$ cat config.mk
export PLATFORM = sky130hd
export DESIGN_NAME = lcdsc_top
export DESIGN_NICKNAME = d
export VERILOG_FILES = /design/src/include/lcdsc_pkg.sv /design/src/hw/lcdsc_pump_div.sv /design/src/hw/lcdsc_top.sv
export SDC_FILE = /design/constraint.sdc
export NUM_CORES = 1
export LEC_CHECK = 0
export ABC_CLOCK_PERIOD_IN_PS = 3200
export BUFFER_PORTS_ARGS = -buffer_cell sky130_fd_sc_hd__buf_4
export CORE_AREA = 2 2 164 166
export CTS_CLUSTER_SIZE = 40
export DETAILED_ROUTE_END_ITERATION = 7
export DIE_AREA = 0 0 166 168
export PLACE_DENSITY = 0.75
export SYNTH_ARGS = -nofsm -noshare
export SYNTH_HDL_FRONTEND = slang
export SYNTH_HIERARCHICAL = 1
export SYNTH_SLANG_ARGS = --single-unit
export TNS_END_PERCENT = 30
$ cat constraint.sdc
create_clock -name clk -period 3.2 [get_ports clk]
set_input_delay 0.64 -clock clk [delete_from_list [all_inputs] [get_ports clk]]
set_output_delay 0.64 -clock clk [all_outputs]
set_load 0.005 [all_outputs]
$ cat src/include/lcdsc_pkg.sv
// Package: register map, field layout, reset values and timing constants for the LCD/supply block
package lcdsc_pkg;
   // ---------------------------------------------------------------
   // Register offsets (plain port, word index)
   // ---------------------------------------------------------------
   localparam logic [7:0] LCDSC_OFS_PUMP_CTRL = 8'h00;
   localparam logic [7:0] LCDSC_OFS_DET_CTRL = 8'h01;
   localparam logic [7:0] LCDSC_OFS_DISP_CTRL = 8'h02;
   localparam logic [7:0] LCDSC_OFS_SEG_FUNC = 8'h03;
   localparam logic [7:0] LCDSC_OFS_BANK_SEL = 8'h04;
   localparam logic [7:0] LCDSC_OFS_STATUS = 8'h05;
   // Display memory window, reached only through the second pointer
   localparam logic [7:0] LCDSC_DMEM_LO = 8'h80;
   localparam logic [7:0] LCDSC_DMEM_HI = 8'h97;
   localparam logic [2:0] LCDSC_BANK_DISP = 3'h1;
   localparam int LCDSC_DMEM_WORDS = 24;
   // ---------------------------------------------------------------
   // Field positions
   // ---------------------------------------------------------------
   localparam int LCDSC_POS_REG_EN = 0;
   localparam int LCDSC_POS_PUMP_EN = 1;
   localparam int LCDSC_POS_DIV_LO = 3;
   localparam int LCDSC_POS_DET_FLAG = 1;
   localparam int LCDSC_POS_DET_EN = 6;
   localparam int LCDSC_POS_DISP_EN = 0;
   localparam int LCDSC_POS_RSEL_LO = 1;
   localparam int LCDSC_POS_BIAS = 3;
   localparam int LCDSC_POS_DUTY_LO = 5;
   localparam int LCDSC_POS_TYPE = 7;
   // Writable masks; other bits ignore writes and read zero, except the detector flag bit
   localparam logic [7:0] LCDSC_MASK_PUMP = 8'hfb;
   localparam logic [7:0] LCDSC_MASK_DET = 8'h40;
   localparam logic [7:0] LCDSC_MASK_DISP = 8'hef;
   // ---------------------------------------------------------------
   // Reset values
   // ---------------------------------------------------------------
   localparam logic [7:0] LCDSC_RST_PUMP = 8'h00;
   localparam logic [7:0] LCDSC_RST_DET = 8'h00;
   localparam logic [7:0] LCDSC_RST_DISP = 8'h00;
   localparam logic [7:0] LCDSC_RST_SEG = 8'h00;
   localparam logic [2:0] LCDSC_RST_BANK = 3'h0;
   // ---------------------------------------------------------------
   // Clock division
   // ---------------------------------------------------------------
   localparam int LCDSC_PUMP_PRE = 16;
   localparam int LCDSC_LCD_PRE = 8;
   // Operating modes of the device
   typedef enum logic [1:0] {
      LCDSC_MODE_NORMAL = 2'h0,
      LCDSC_MODE_SLOW = 2'h1,
      LCDSC_MODE_IDLE = 2'h3,
      LCDSC_MODE_SLEEP = 2'h2
   } lcdsc_mode_type;
   // Register bus request
   typedef struct packed {
      logic [7:0] addr;
      logic [7:0] wdata;
      logic wr;
      logic rd;
   } lcdsc_bus_type;
   // Data memory access from the core
   typedef struct packed {
      logic [7:0] addr;
      logic [7:0] wdata;
      logic wr;
      logic rd;
      logic indirect;
   } lcdsc_mem_type;
   // Decoded display settings
   typedef struct packed {
      logic wave_b;
      logic [3:0] commons;
      logic [4:0] segments;
      logic bias_quarter;
      logic [1:0] rsel;
   } lcdsc_cfg_type;
endpackage

$ cat src/hw/lcdsc_pump_div.sv
// Charge pump clock divider: system clock / 16 / (field + 1)
`timescale 1ns/1ns
module lcdsc_pump_div
   import lcdsc_pkg::*;
#(
   parameter int DIV_W = 5
) (
   input wire logic clk,
   input wire logic rst,
   input wire logic [DIV_W-1:0] div_val,
   input wire logic reload,
   input wire logic run,
   output logic pump_clk
);
   typedef struct packed {
      logic [3:0] pre;
      logic [DIV_W-1:0] cnt;
      logic out;
   } lcdsc_div_state_type;
   lcdsc_div_state_type st_ff;
   lcdsc_div_state_type nxt_st;

   // -------------------------------------------------------------
   // Divider chain
   // -------------------------------------------------------------
   // The output toggles on each half period, so prescale by 8 per edge
   always_comb begin
      nxt_st = st_ff;
      if (reload || !run) begin
         nxt_st = '0;
      end else begin
         nxt_st.pre = st_ff.pre + 4'h1;
         if (st_ff.pre == 4'(LCDSC_PUMP_PRE / 2 - 1)) begin
            nxt_st.pre = '0;
            if (st_ff.cnt == div_val) begin
               nxt_st.cnt = '0;
               nxt_st.out = ~st_ff.out;
            end else begin
               nxt_st.cnt = st_ff.cnt + 1'b1;
            end
         end
      end
   end

   always_ff @(posedge clk or posedge rst) begin
      if (rst) begin
         st_ff <= '0;
      end else begin
         st_ff <= nxt_st;
      end
   end

   assign pump_clk = st_ff.out;
endmodule // lcdsc_pump_div

$ cat src/hw/lcdsc_top.sv
// LCD driver control and charge pump / regulator supply control
//
// Operation
// - Pump clock is sysclk/16/(divider+1)
// - Regulator off: pump and regulator off
// - Regulator on: pump runs if enabled
// - High supply clears flag; software disables pump
// - Detector off holds flag at zero
// - Flag is one when supply low
// - Flag updates only with detector+regulator on
// - Halt switches pump off automatically
// - Display memory 80H-97H in bank one
// - Other banks route to general memory
// - Display memory only via second pointer
// - Driver scans memory; one lights segment
// - Sleep always blanks the display
// - Type bit picks waveform A or B
// - Bias bit picks third or quarter
// - Resistor field picks bias resistance
// - CMOS pin outputs its memory bit
// - LCD timing from sub clock / 8
// - Display disabled stops segment drive and blanks scan data; CMOS pins keep output
`timescale 1ns/1ns
module lcdsc_top
   import lcdsc_pkg::*;
#(
   parameter int NSEG_IO = 8
) (
   input wire logic clk,
   input wire logic rst,
   // Register port
   input wire lcdsc_bus_type bus,
   output logic [7:0] rdata,
   // Core data memory port
   input wire lcdsc_mem_type mem,
   output logic [7:0] mem_rdata,
   output logic gp_mem_sel,
   // Operating state and asynchronous pins
   input wire lcdsc_mode_type mode,
   input wire logic halt,
   input wire logic sub_clk_pin,
   input wire logic vdd_low_pin,
   // Supply control and status
   output logic pump_on,
   output logic regulator_on,
   output logic regulator_out_oe,
   output logic pump_clk,
   output logic detector_on,
   output logic detector_event,
   // Display driver
   output logic display_drive,
   output logic lcd_tick,
   output lcdsc_cfg_type lcd_cfg,
   output logic [7:0] scan_data,
   output logic [4:0] scan_addr,
   output logic [NSEG_IO-1:0] seg_io_out,
   output logic [NSEG_IO-1:0] seg_io_oe
);
   // -------------------------------------------------------------
   // State
   // -------------------------------------------------------------
   typedef struct packed {
      logic [7:0] pump_ctrl;
      logic [7:0] det_ctrl;
      logic [7:0] disp_ctrl;
      logic [7:0] seg_func;
      logic [2:0] bank;
      logic [7:0] rdata;
      logic [7:0] mrdata;
      logic gp_sel;
      logic [2:0] sub_sync;
      logic [2:0] low_sync;
      logic sub_lvl;
      logic low_lvl;
      logic [2:0] sub_div;
      logic tick;
      logic flag_d;
      logic evt;
      logic [4:0] scan;
      logic [7:0] scan_q;
      logic [NSEG_IO-1:0] io_q;
      logic pump_on;
      logic reg_on;
      logic reg_oe;
      logic det_on;
      logic drive;
      lcdsc_cfg_type cfg;
   } lcdsc_state_type;
   lcdsc_state_type st_ff;
   lcdsc_state_type nxt_st;
   logic [7:0] dmem [LCDSC_DMEM_WORDS];
   logic dmem_wr;
   logic [4:0] dmem_idx;
   logic div_reload;
   logic pump_clk_raw;

   // Display window hit: bank one, 80H-97H, indirect only
   function automatic logic lcdsc_disp_hit(input logic [2:0] bank, input logic [7:0] a,
                                           input logic ind);
      lcdsc_disp_hit = (bank == LCDSC_BANK_DISP) && (a >= LCDSC_DMEM_LO) &&
                       (a <= LCDSC_DMEM_HI) && ind;
   endfunction

   // Duty decode: codes 1 and 3 both give eight commons
   function automatic lcdsc_cfg_type lcdsc_decode(input logic [7:0] c);
      lcdsc_cfg_type r;
      r.wave_b = c[LCDSC_POS_TYPE];
      r.bias_quarter = c[LCDSC_POS_BIAS];
      r.rsel = c[LCDSC_POS_RSEL_LO +: 2];
      unique case (c[LCDSC_POS_DUTY_LO +: 2])
         2'h0: begin
            r.commons = 4'h4;
            r.segments = 5'h18;
         end
         2'h2: begin
            r.commons = 4'h6;
            r.segments = 5'h16;
         end
         2'h1, 2'h3: begin
            r.commons = 4'h8;
            r.segments = 5'h14;
         end
      endcase
      return r;
   endfunction

   // -------------------------------------------------------------
   // Next state
   // -------------------------------------------------------------
   always_comb begin
      logic reg_en;
      logic disp_ok;
      logic flag;
      reg_en = 1'b0;
      disp_ok = 1'b0;
      flag = 1'b0;
      nxt_st = st_ff;
      nxt_st.rdata = '0;
      // Register writes; masks keep unimplemented bits at zero
      if (bus.wr) begin
         unique case (bus.addr)
            LCDSC_OFS_PUMP_CTRL: nxt_st.pump_ctrl = bus.wdata & LCDSC_MASK_PUMP;
            LCDSC_OFS_DET_CTRL: nxt_st.det_ctrl = bus.wdata & LCDSC_MASK_DET;
            LCDSC_OFS_DISP_CTRL: nxt_st.disp_ctrl = bus.wdata & LCDSC_MASK_DISP;
            LCDSC_OFS_SEG_FUNC: nxt_st.seg_func = bus.wdata;
            LCDSC_OFS_BANK_SEL: nxt_st.bank = bus.wdata[2:0];
            default: ;
         endcase
      end

      // Register reads, data one cycle later; unmapped reads zero
      if (bus.rd) begin
         unique case (bus.addr)
            LCDSC_OFS_PUMP_CTRL: nxt_st.rdata = st_ff.pump_ctrl;
            LCDSC_OFS_DET_CTRL: nxt_st.rdata = st_ff.det_ctrl;
            LCDSC_OFS_DISP_CTRL: nxt_st.rdata = st_ff.disp_ctrl;
            LCDSC_OFS_SEG_FUNC: nxt_st.rdata = st_ff.seg_func;
            LCDSC_OFS_BANK_SEL: nxt_st.rdata = {5'h00, st_ff.bank};
            LCDSC_OFS_STATUS: nxt_st.rdata = {4'h0, st_ff.det_on, st_ff.reg_on,
                                              st_ff.pump_on, st_ff.drive};
            default: nxt_st.rdata = '0;
         endcase
      end

      // Core memory port: display window or general memory
      nxt_st.gp_sel = (mem.wr || mem.rd) &&
                      !lcdsc_disp_hit(st_ff.bank, mem.addr, mem.indirect);
      nxt_st.mrdata = '0;
      if (mem.rd && lcdsc_disp_hit(st_ff.bank, mem.addr, mem.indirect)) begin
         nxt_st.mrdata = dmem[5'(mem.addr - LCDSC_DMEM_LO)];
      end

      // Pin inputs: three flops, change counts when last two agree
      nxt_st.sub_sync = {st_ff.sub_sync[1:0], sub_clk_pin};
      nxt_st.low_sync = {st_ff.low_sync[1:0], vdd_low_pin};
      if (st_ff.sub_sync[2] == st_ff.sub_sync[1]) begin
         nxt_st.sub_lvl = st_ff.sub_sync[2];
      end
      if (st_ff.low_sync[2] == st_ff.low_sync[1]) begin
         nxt_st.low_lvl = st_ff.low_sync[2];
      end

      // LCD tick every eighth sub clock rising edge
      nxt_st.tick = 1'b0;
      if (nxt_st.sub_lvl && !st_ff.sub_lvl) begin
         nxt_st.sub_div = st_ff.sub_div + 3'h1;
         nxt_st.tick = (st_ff.sub_div == 3'(LCDSC_LCD_PRE - 1));
      end

      // Supply control
      reg_en = st_ff.pump_ctrl[LCDSC_POS_REG_EN];
      nxt_st.reg_on = reg_en;
      nxt_st.pump_on = reg_en && st_ff.pump_ctrl[LCDSC_POS_PUMP_EN] && !halt;
      // Off with pump bit clear leaves the output floating
      nxt_st.reg_oe = reg_en || st_ff.pump_ctrl[LCDSC_POS_PUMP_EN];

      // Detector: held at zero when off, frozen unless regulator on
      nxt_st.det_on = st_ff.det_ctrl[LCDSC_POS_DET_EN] && reg_en;
      flag = st_ff.det_ctrl[LCDSC_POS_DET_FLAG];
      if (!st_ff.det_ctrl[LCDSC_POS_DET_EN]) begin
         flag = 1'b0;
      end else if (reg_en) begin
         flag = st_ff.low_lvl;
      end
      nxt_st.det_ctrl[LCDSC_POS_DET_FLAG] = flag;

      // High supply event when the flag falls while detecting
      nxt_st.flag_d = flag;
      nxt_st.evt = st_ff.flag_d && !flag && st_ff.det_ctrl[LCDSC_POS_DET_EN] && reg_en;

      // Display enable is ignored in sleep
      disp_ok = st_ff.disp_ctrl[LCDSC_POS_DISP_EN] && (mode != LCDSC_MODE_SLEEP);
      nxt_st.drive = disp_ok;
      nxt_st.cfg = lcdsc_decode(st_ff.disp_ctrl);

      // Scan display memory continuously on LCD ticks
      if (st_ff.tick) begin
         nxt_st.scan = (st_ff.scan == 5'(LCDSC_DMEM_WORDS - 1)) ? 5'h00 : st_ff.scan + 5'h01;
      end
      // Word is read at the new address so data and address pair up
      nxt_st.scan_q = disp_ok ? dmem[nxt_st.scan] : 8'h00;

      // Shared pins in CMOS mode mirror first memory word bits
      nxt_st.io_q = dmem[0][NSEG_IO-1:0] & st_ff.seg_func[NSEG_IO-1:0];
   end

   // -------------------------------------------------------------
   // Display memory write port
   // -------------------------------------------------------------
   // Contents are undefined after power-on; software must initialise
   assign dmem_wr = mem.wr && lcdsc_disp_hit(st_ff.bank, mem.addr, mem.indirect);
   assign dmem_idx = 5'(mem.addr - LCDSC_DMEM_LO);
   always_ff @(posedge clk) begin
      if (dmem_wr) begin
         dmem[dmem_idx] <= mem.wdata;
      end
   end

   always_ff @(posedge clk or posedge rst) begin
      if (rst) begin
         st_ff <= '0;
         st_ff.pump_ctrl <= LCDSC_RST_PUMP;
         st_ff.det_ctrl <= LCDSC_RST_DET;
         st_ff.disp_ctrl <= LCDSC_RST_DISP;
         st_ff.seg_func <= LCDSC_RST_SEG;
         st_ff.bank <= LCDSC_RST_BANK;
      end else begin
         st_ff <= nxt_st;
      end
   end

   // -------------------------------------------------------------
   // Pump clock divider
   // -------------------------------------------------------------
   assign div_reload = bus.wr && (bus.addr == LCDSC_OFS_PUMP_CTRL);
   lcdsc_pump_div #(.DIV_W(5)) u_div (
      .clk(clk),
      .rst(rst),
      .div_val(st_ff.pump_ctrl[LCDSC_POS_DIV_LO +: 5]),
      .reload(div_reload),
      .run(st_ff.pump_on),
      .pump_clk(pump_clk_raw)
   );
   logic pclk_ff;
   always_ff @(posedge clk or posedge rst) begin
      if (rst) begin
         pclk_ff <= 1'b0;
      end else begin
         pclk_ff <= pump_clk_raw;
      end
   end

   // -------------------------------------------------------------
   // Outputs
   // -------------------------------------------------------------
   assign rdata = st_ff.rdata;
   assign mem_rdata = st_ff.mrdata;
   assign gp_mem_sel = st_ff.gp_sel;
   assign pump_on = st_ff.pump_on;
   assign regulator_on = st_ff.reg_on;
   assign regulator_out_oe = st_ff.reg_oe;
   assign pump_clk = pclk_ff;
   assign detector_on = st_ff.det_on;
   assign detector_event = st_ff.evt;
   assign display_drive = st_ff.drive;
   assign lcd_tick = st_ff.tick;
   assign lcd_cfg = st_ff.cfg;
   assign scan_data = st_ff.scan_q;
   assign scan_addr = st_ff.scan;
   assign seg_io_out = st_ff.io_q;
   assign seg_io_oe = st_ff.seg_func[NSEG_IO-1:0];
endmodule // lcdsc_top

Word level (Yosys, flattened, before mapping) --
Memories as Yosys holds them, arrays and structs flattened. Cells that the tools add are included.
Storage, ports and cells: register bits 107, RAM bits 192, input port bits 44, output and inout bits 67, logic and storage cells 110, memories 1
Memories:
- dmem | words 24, bits a word 8, read ports 3, clocked after memory_dff 0, write ports 1, RTL line lcdsc_top.sv:91 | logic [7:0] dmem [LCDSC_DMEM_WORDS];
Operators by class: add/subtract/negate cells 5, magnitude comparators 2, eq/ne operators 16, multiplexer cells 17, bitwise operators 2, reduce and logical (&&, ||, !) cells 34
Operators with widths (number):
- one-hot mux 8 bit (6 select lines) | 1
- one-hot mux 9 bit (3 select lines) | 1
- 2-to-1 mux 8 bit | 3
- 2-to-1 mux 10 bit | 2
- equality test 8 x 2 -> 1 bit, second input constant | 2
- equality test 8 x 3 -> 1 bit, second input constant | 2
- logical AND 1 bit | 15
- 2-to-1 mux 5 bit | 3
- AND reduction 2 bit | 6
- adder 5 x 1 -> 5 bit, second input constant | 2
- bitwise AND 8 bit | 1
- equality test 8 x 1 -> 1 bit, second input constant | 1
- >= comparator 8 bit, second input constant | 1
- <= comparator 8 bit, second input constant | 1
- zero test 8 bit | 1
- 2-to-1 mux 1 bit | 7
- equality test 5 bit | 1
- equality test 5 bit, second input constant | 1
- zero test 1 bit | 5
- subtractor 5 x 1 -> 5 bit, second input constant | 1
- adder 4 x 1 -> 4 bit, second input constant | 1
- equality test 2 bit, second input constant | 2
- equality test 4 x 3 -> 1 bit, second input constant | 1
- nonzero test 2 bit | 2
- other kinds (10) | 13

Logic depth before layout (Yosys ltp) --
word-level depth 7, depth in mapped cells 11, depth with buffers taken out 8

Modules after synthesis --
Netlist, hierarchy kept.
Modules (own cells, without submodules):
- lcdsc_top | times used 1, cells an instance 901, area each 13412.9 um^2, sequential area each 8117.8 um^2
- lcdsc_pump_div | times used 1, cells an instance 56, area each 550.5 um^2, sequential area each 250.2 um^2

Worst setup path after synthesis --
OpenSTA, ideal clock, no wires.
path type in2reg, from in mem[14] (netlist bit), to mem dmem[11][0] (enable), setup time 370 ps, arrival 2057 ps, required time 2830 ps, setup slack 773 ps, stages 4, buffers on the path 2, cells stage by stage buf_2 > buf_1 > or3b_2 > nor2_1
Between the ends: word-level cells in the longest chain between the ends 7, elaborated cells on any way between the ends 9, classes of those cells add/sub (1); order compare (2); mux (2); reduce/logical (4)
Ends and longest elaborated chain:
- start: declaration | RTL line lcdsc_top.sv:35 | input wire lcdsc_mem_type mem,
- >= comparator 8 bit | RTL line lcdsc_top.sv:100 | lcdsc_disp_hit = (bank == LCDSC_BANK_DISP) && (a >= LCDSC_DMEM_LO) &&
- logical AND 1 bit (2 in series) | RTL line lcdsc_top.sv:100
- logical AND 1 bit | RTL line lcdsc_top.sv:101 | (a <= LCDSC_DMEM_HI) && ind;
- logical AND 1 bit | RTL line lcdsc_top.sv:231 | assign dmem_wr = mem.wr && lcdsc_disp_hit(st_ff.bank, mem.addr, mem.indirect);
- 2-to-1 mux 1 bit | RTL line lcdsc_top.sv:234 | if (dmem_wr) begin
- 2-to-1 mux 1 bit (not written as such) | RTL line lcdsc_top.sv:235 | dmem[dmem_idx] <= mem.wdata;
- end: declaration | RTL line lcdsc_top.sv:91
Parallel ways exist; a longest one is shown, timed or not.

==> results.sh <==
export IMPL_finalPower_mw=9.14
export IMPL_hpwlAfterDp_mm=23.0
export IMPL_grt_pass1_vias=8669
export IMPL_synthCells=957
export IMPL_maxSlewHeadroom=0.420
export IMPL_vias_per_cell=6.10
export IMPL_fin_setup_tns_ns=0
export IMPL_core_area_sq_um=26400
export IMPL_cts_max_level=1
export IMPL_synth_edff_count=192
export IMPL_fmax_mhz=379
export IMPL_clk_path_buf_depth=3
export IMPL_drt_total_wl_mm=34.1
export IMPL_synth_seq_area_share=0.599
export IMPL_fin_cells=1406
export IMPL_ys_ff_latch=296
export IMPL_postCtsSetupBuffers=0
export IMPL_startpoint_type="register"
export IMPL_yosys_warnings=6
export IMPL_cap_violations=0
export IMPL_start_util=0.530
export IMPL_async_reset_ff_frac=0.351
export IMPL_syn_avg_cell_area_sq_um=14.6
export IMPL_ir_worst_vdd_uv=551
export IMPL_grt_pass1_wl_mm=52.2
export IMPL_seq_area_sq_um=8370
export IMPL_leakage_nw=6.13
export IMPL_top_usage_layer="met2"
export IMPL_pin_count=111
export IMPL_routabilityCongestion=0.880
export IMPL_num_vias=8579
export IMPL_die_h_um=168
export IMPL_skew_ns=0.00694
export IMPL_crit_required_ns=3.60
export IMPL_worst_slew_pin_transition_ns=0.869
export IMPL_hold_buffers=0
export IMPL_port_buffers=108
export IMPL_status="finished clean"
export IMPL_cts_sinks=296
export IMPL_worst_path_max_fanout=20
export IMPL_dp_cells=1353
export IMPL_gr_usage_all_layers=0.247
export IMPL_critical_path_buf_inv_count=2
export IMPL_die_w_um=166
export IMPL_antenna_found_initial=1
export IMPL_yosys_most_used_dff="edfxtp_1"
export IMPL_crit_type="register to register"
export IMPL_dieArea_sq_um=27900
export IMPL_hp_class="primary input to asynchronous set/reset pin"
export IMPL_critical_path_top_delay_family="simple AND/OR/NAND/NOR gates"
export IMPL_path_cells="ha_1, and4b_1, o21a_1, inv_2, buf_4, mux2i_1, o22ai_1, nor4_2"
export IMPL_rows=60
export IMPL_drive_gt1_frac=0.285
export IMPL_drtIter0Drc=1081
export IMPL_place_ws_ns=0.310
export IMPL_synth_cell_types=62
export IMPL_met3_usage=0.0397
export IMPL_overflow=0
export IMPL_critPathCaptureType="register"
export IMPL_drt_pass1_iterations=6
export IMPL_fin_crit_ns=2.64
export IMPL_clk_pin_slew_worst_paths_ns=0.06
export IMPL_final_nets=1092
export IMPL_crit_arrival_ns=3.04
export IMPL_final_hold_violation_count=0
export IMPL_cts_resized=0
export IMPL_rsz0062_at_grt="no"
export IMPL_use_met1=0.342
export IMPL_fin_crit_sh=0.825
export IMPL_clk_latency_ns=0.54
export IMPL_routedWlPerCell_um=24.2
export IMPL_cts_root_buf="clkbuf_16"
export IMPL_antenna_left=0
export IMPL_drc=0
export IMPL_cp_slowest_cell="dfrtp_1"
export IMPL_cts_tree="yes"
export IMPL_numCtsBuffers=29
export IMPL_fillers=1999
export IMPL_crit_path_max_incr_delay_ns=0.45
export IMPL_fin_util=0.602
export IMPL_syn_cell_area_sq_um=14000
export IMPL_grt_max_degree=56
export IMPL_diodes=0
export IMPL_synthToLayoutAreaGrowth_pct=13.5
export IMPL_multi_input_area_sq_um=4840
export IMPL_drv_slew=0
export IMPL_power_density_nw_per_um2=576
export IMPL_setup_viol=0
export IMPL_postLayoutSetupSlackWorst_ns=0.560
export IMPL_grtUsageMet2=0.404
## power breakdown
part	total [mW]	switching, mW	internal (mW)	leakage [nW]
Sequential	4.21	0.0617	4.15	3.13
Combinational	1.68	0.970	0.711	2.55
Clock	3.25	1.36	1.88	0.450
Total	9.14	2.40	6.74	6.13
## worst paths after layout
check | start | to | slack [ns] | depth (start not counted)
max | scan_addr[0] | scan_data[6] | 0.56 | 8
min in group clk | vdd_low_pin | nxt_st[48] | 0.20 | 1
min | rst | u_div/st_ff[1] | 0.11 | 2
max reg2reg | scan_addr[0] | scan_data[6] | 0.56 | 8
min reg2reg | nxt_st[48] | nxt_st[49] | 0.35 | 0
max in group asynchronous | rst | lcd_cfg[1] | 2.30 | 3
## Yosys cell counts (all sizes together), types with 3 or more instances
library cell	count	area [sq um]
nand3b	7	65.1
clkbuf	11	42.5
buf	97	693
and2	12	75.1
nand2	78	298
or2	3	21.3
mux2	32	417
mux2i	114	1140
nor3	7	46.3
nand4b	4	35.0
xnor2	8	70.1
nor2	53	209
mux4	56	1310
nand2b	7	43.8
nor2b	5	31.3
dfrtp	104	2600
ha	5	62.6
edfxtp	192	5770
a31oi	4	25.0
o221ai	8	70.1
or3	3	18.8
or3b	3	26.3
nand3	41	218
o22ai	10	62.6
inv	10	37.5
and3	6	37.5
a21oi	29	145
nor4	11	113
a211oi	10	75.1
o21ai	3	15.0
nand4	3	18.8
## metrics by stage
| step | hold slack, ns | cell area [sq um] |
|---|---|---|
| 2_1_floorplan | 0.331 | 14000 |
| 3_3_place_gp | 0.334 | 14900 |
| 3_5_place_dp | 0.338 | 14900 |
| 4_1_cts | 0.113 | 15900 |
| 5_1_grt | 0.139 | 15900 |
| 6_report | 0.108 | 15900 |
## metal layers
layer	vias up	wire (um)
met5	-	0
met4	0	1290
met3	75	3110
met2	459	16000
met1	4314	13700
li1	3731	-
## state kept, by name (all words and copies together) (netlist names), 5 cells and up
| name | flops |
|---|---|
| u_div/st_ff | 9 |
| dmem | 192 |
| nxt_st | 9 |
| scan_addr | 5 |
| seg_io_out | 8 |
| lcd_cfg | 10 |
| mem_rdata | 8 |
| rdata | 8 |
| scan_data | 8 |
| st_ff | 21 |
| seg_io_oe | 8 |
## layout by cell type, fill, tap and decap left out, drive strengths merged, types with 4 or more instances in the layout
cell      n
a211oi   10
a21oi    29
a31oi     4
and2     12
and3      6
buf     162
clkbuf   49
dfrtp   104
edfxtp  192
ha        5
inv      11
mux2     32
mux2i   114
mux4     56
nand2    78
nand2b    7
nand3    41
nand3b    7
nand4b    4
nor2     53
nor2b     5
nor3      7
nor4     11
o221ai    8
o22ai    10
xnor2     8
## cells by family (layout without fill, tap and decap cells)
| group | Yosys count | in the layout | share of synthesized area |
|---|---|---|---|
| AOI/OAI and AO/OA | 74 | 74 | 0.0339 |
| xor gates and xnor gates | 8 | 8 | 0.00502 |
| adders and majority gates | 7 | 7 | 0.00591 |
| buffers and inverters | 118 | 225 | 0.0554 |
| DFF | 296 | 296 | 0.599 |
| muxes | 202 | 202 | 0.205 |
| other | 2 | 3 | 0.000538 |
| and+or+nand+nor | 250 | 250 | 0.0946 |
## area by class of cell
cell class                      count  share of cell area
Sequential cell                   296               0.528
Tap cell                          341              0.0269
Inverter                           10             0.00268
Clock buffer                       49              0.0563
Clock inverter                      4             0.00134
Timing Repair Buffer              162              0.0799
Multi-Input combinational cell    544               0.305
Note: power is estimated with default switching activity, not from simulation.
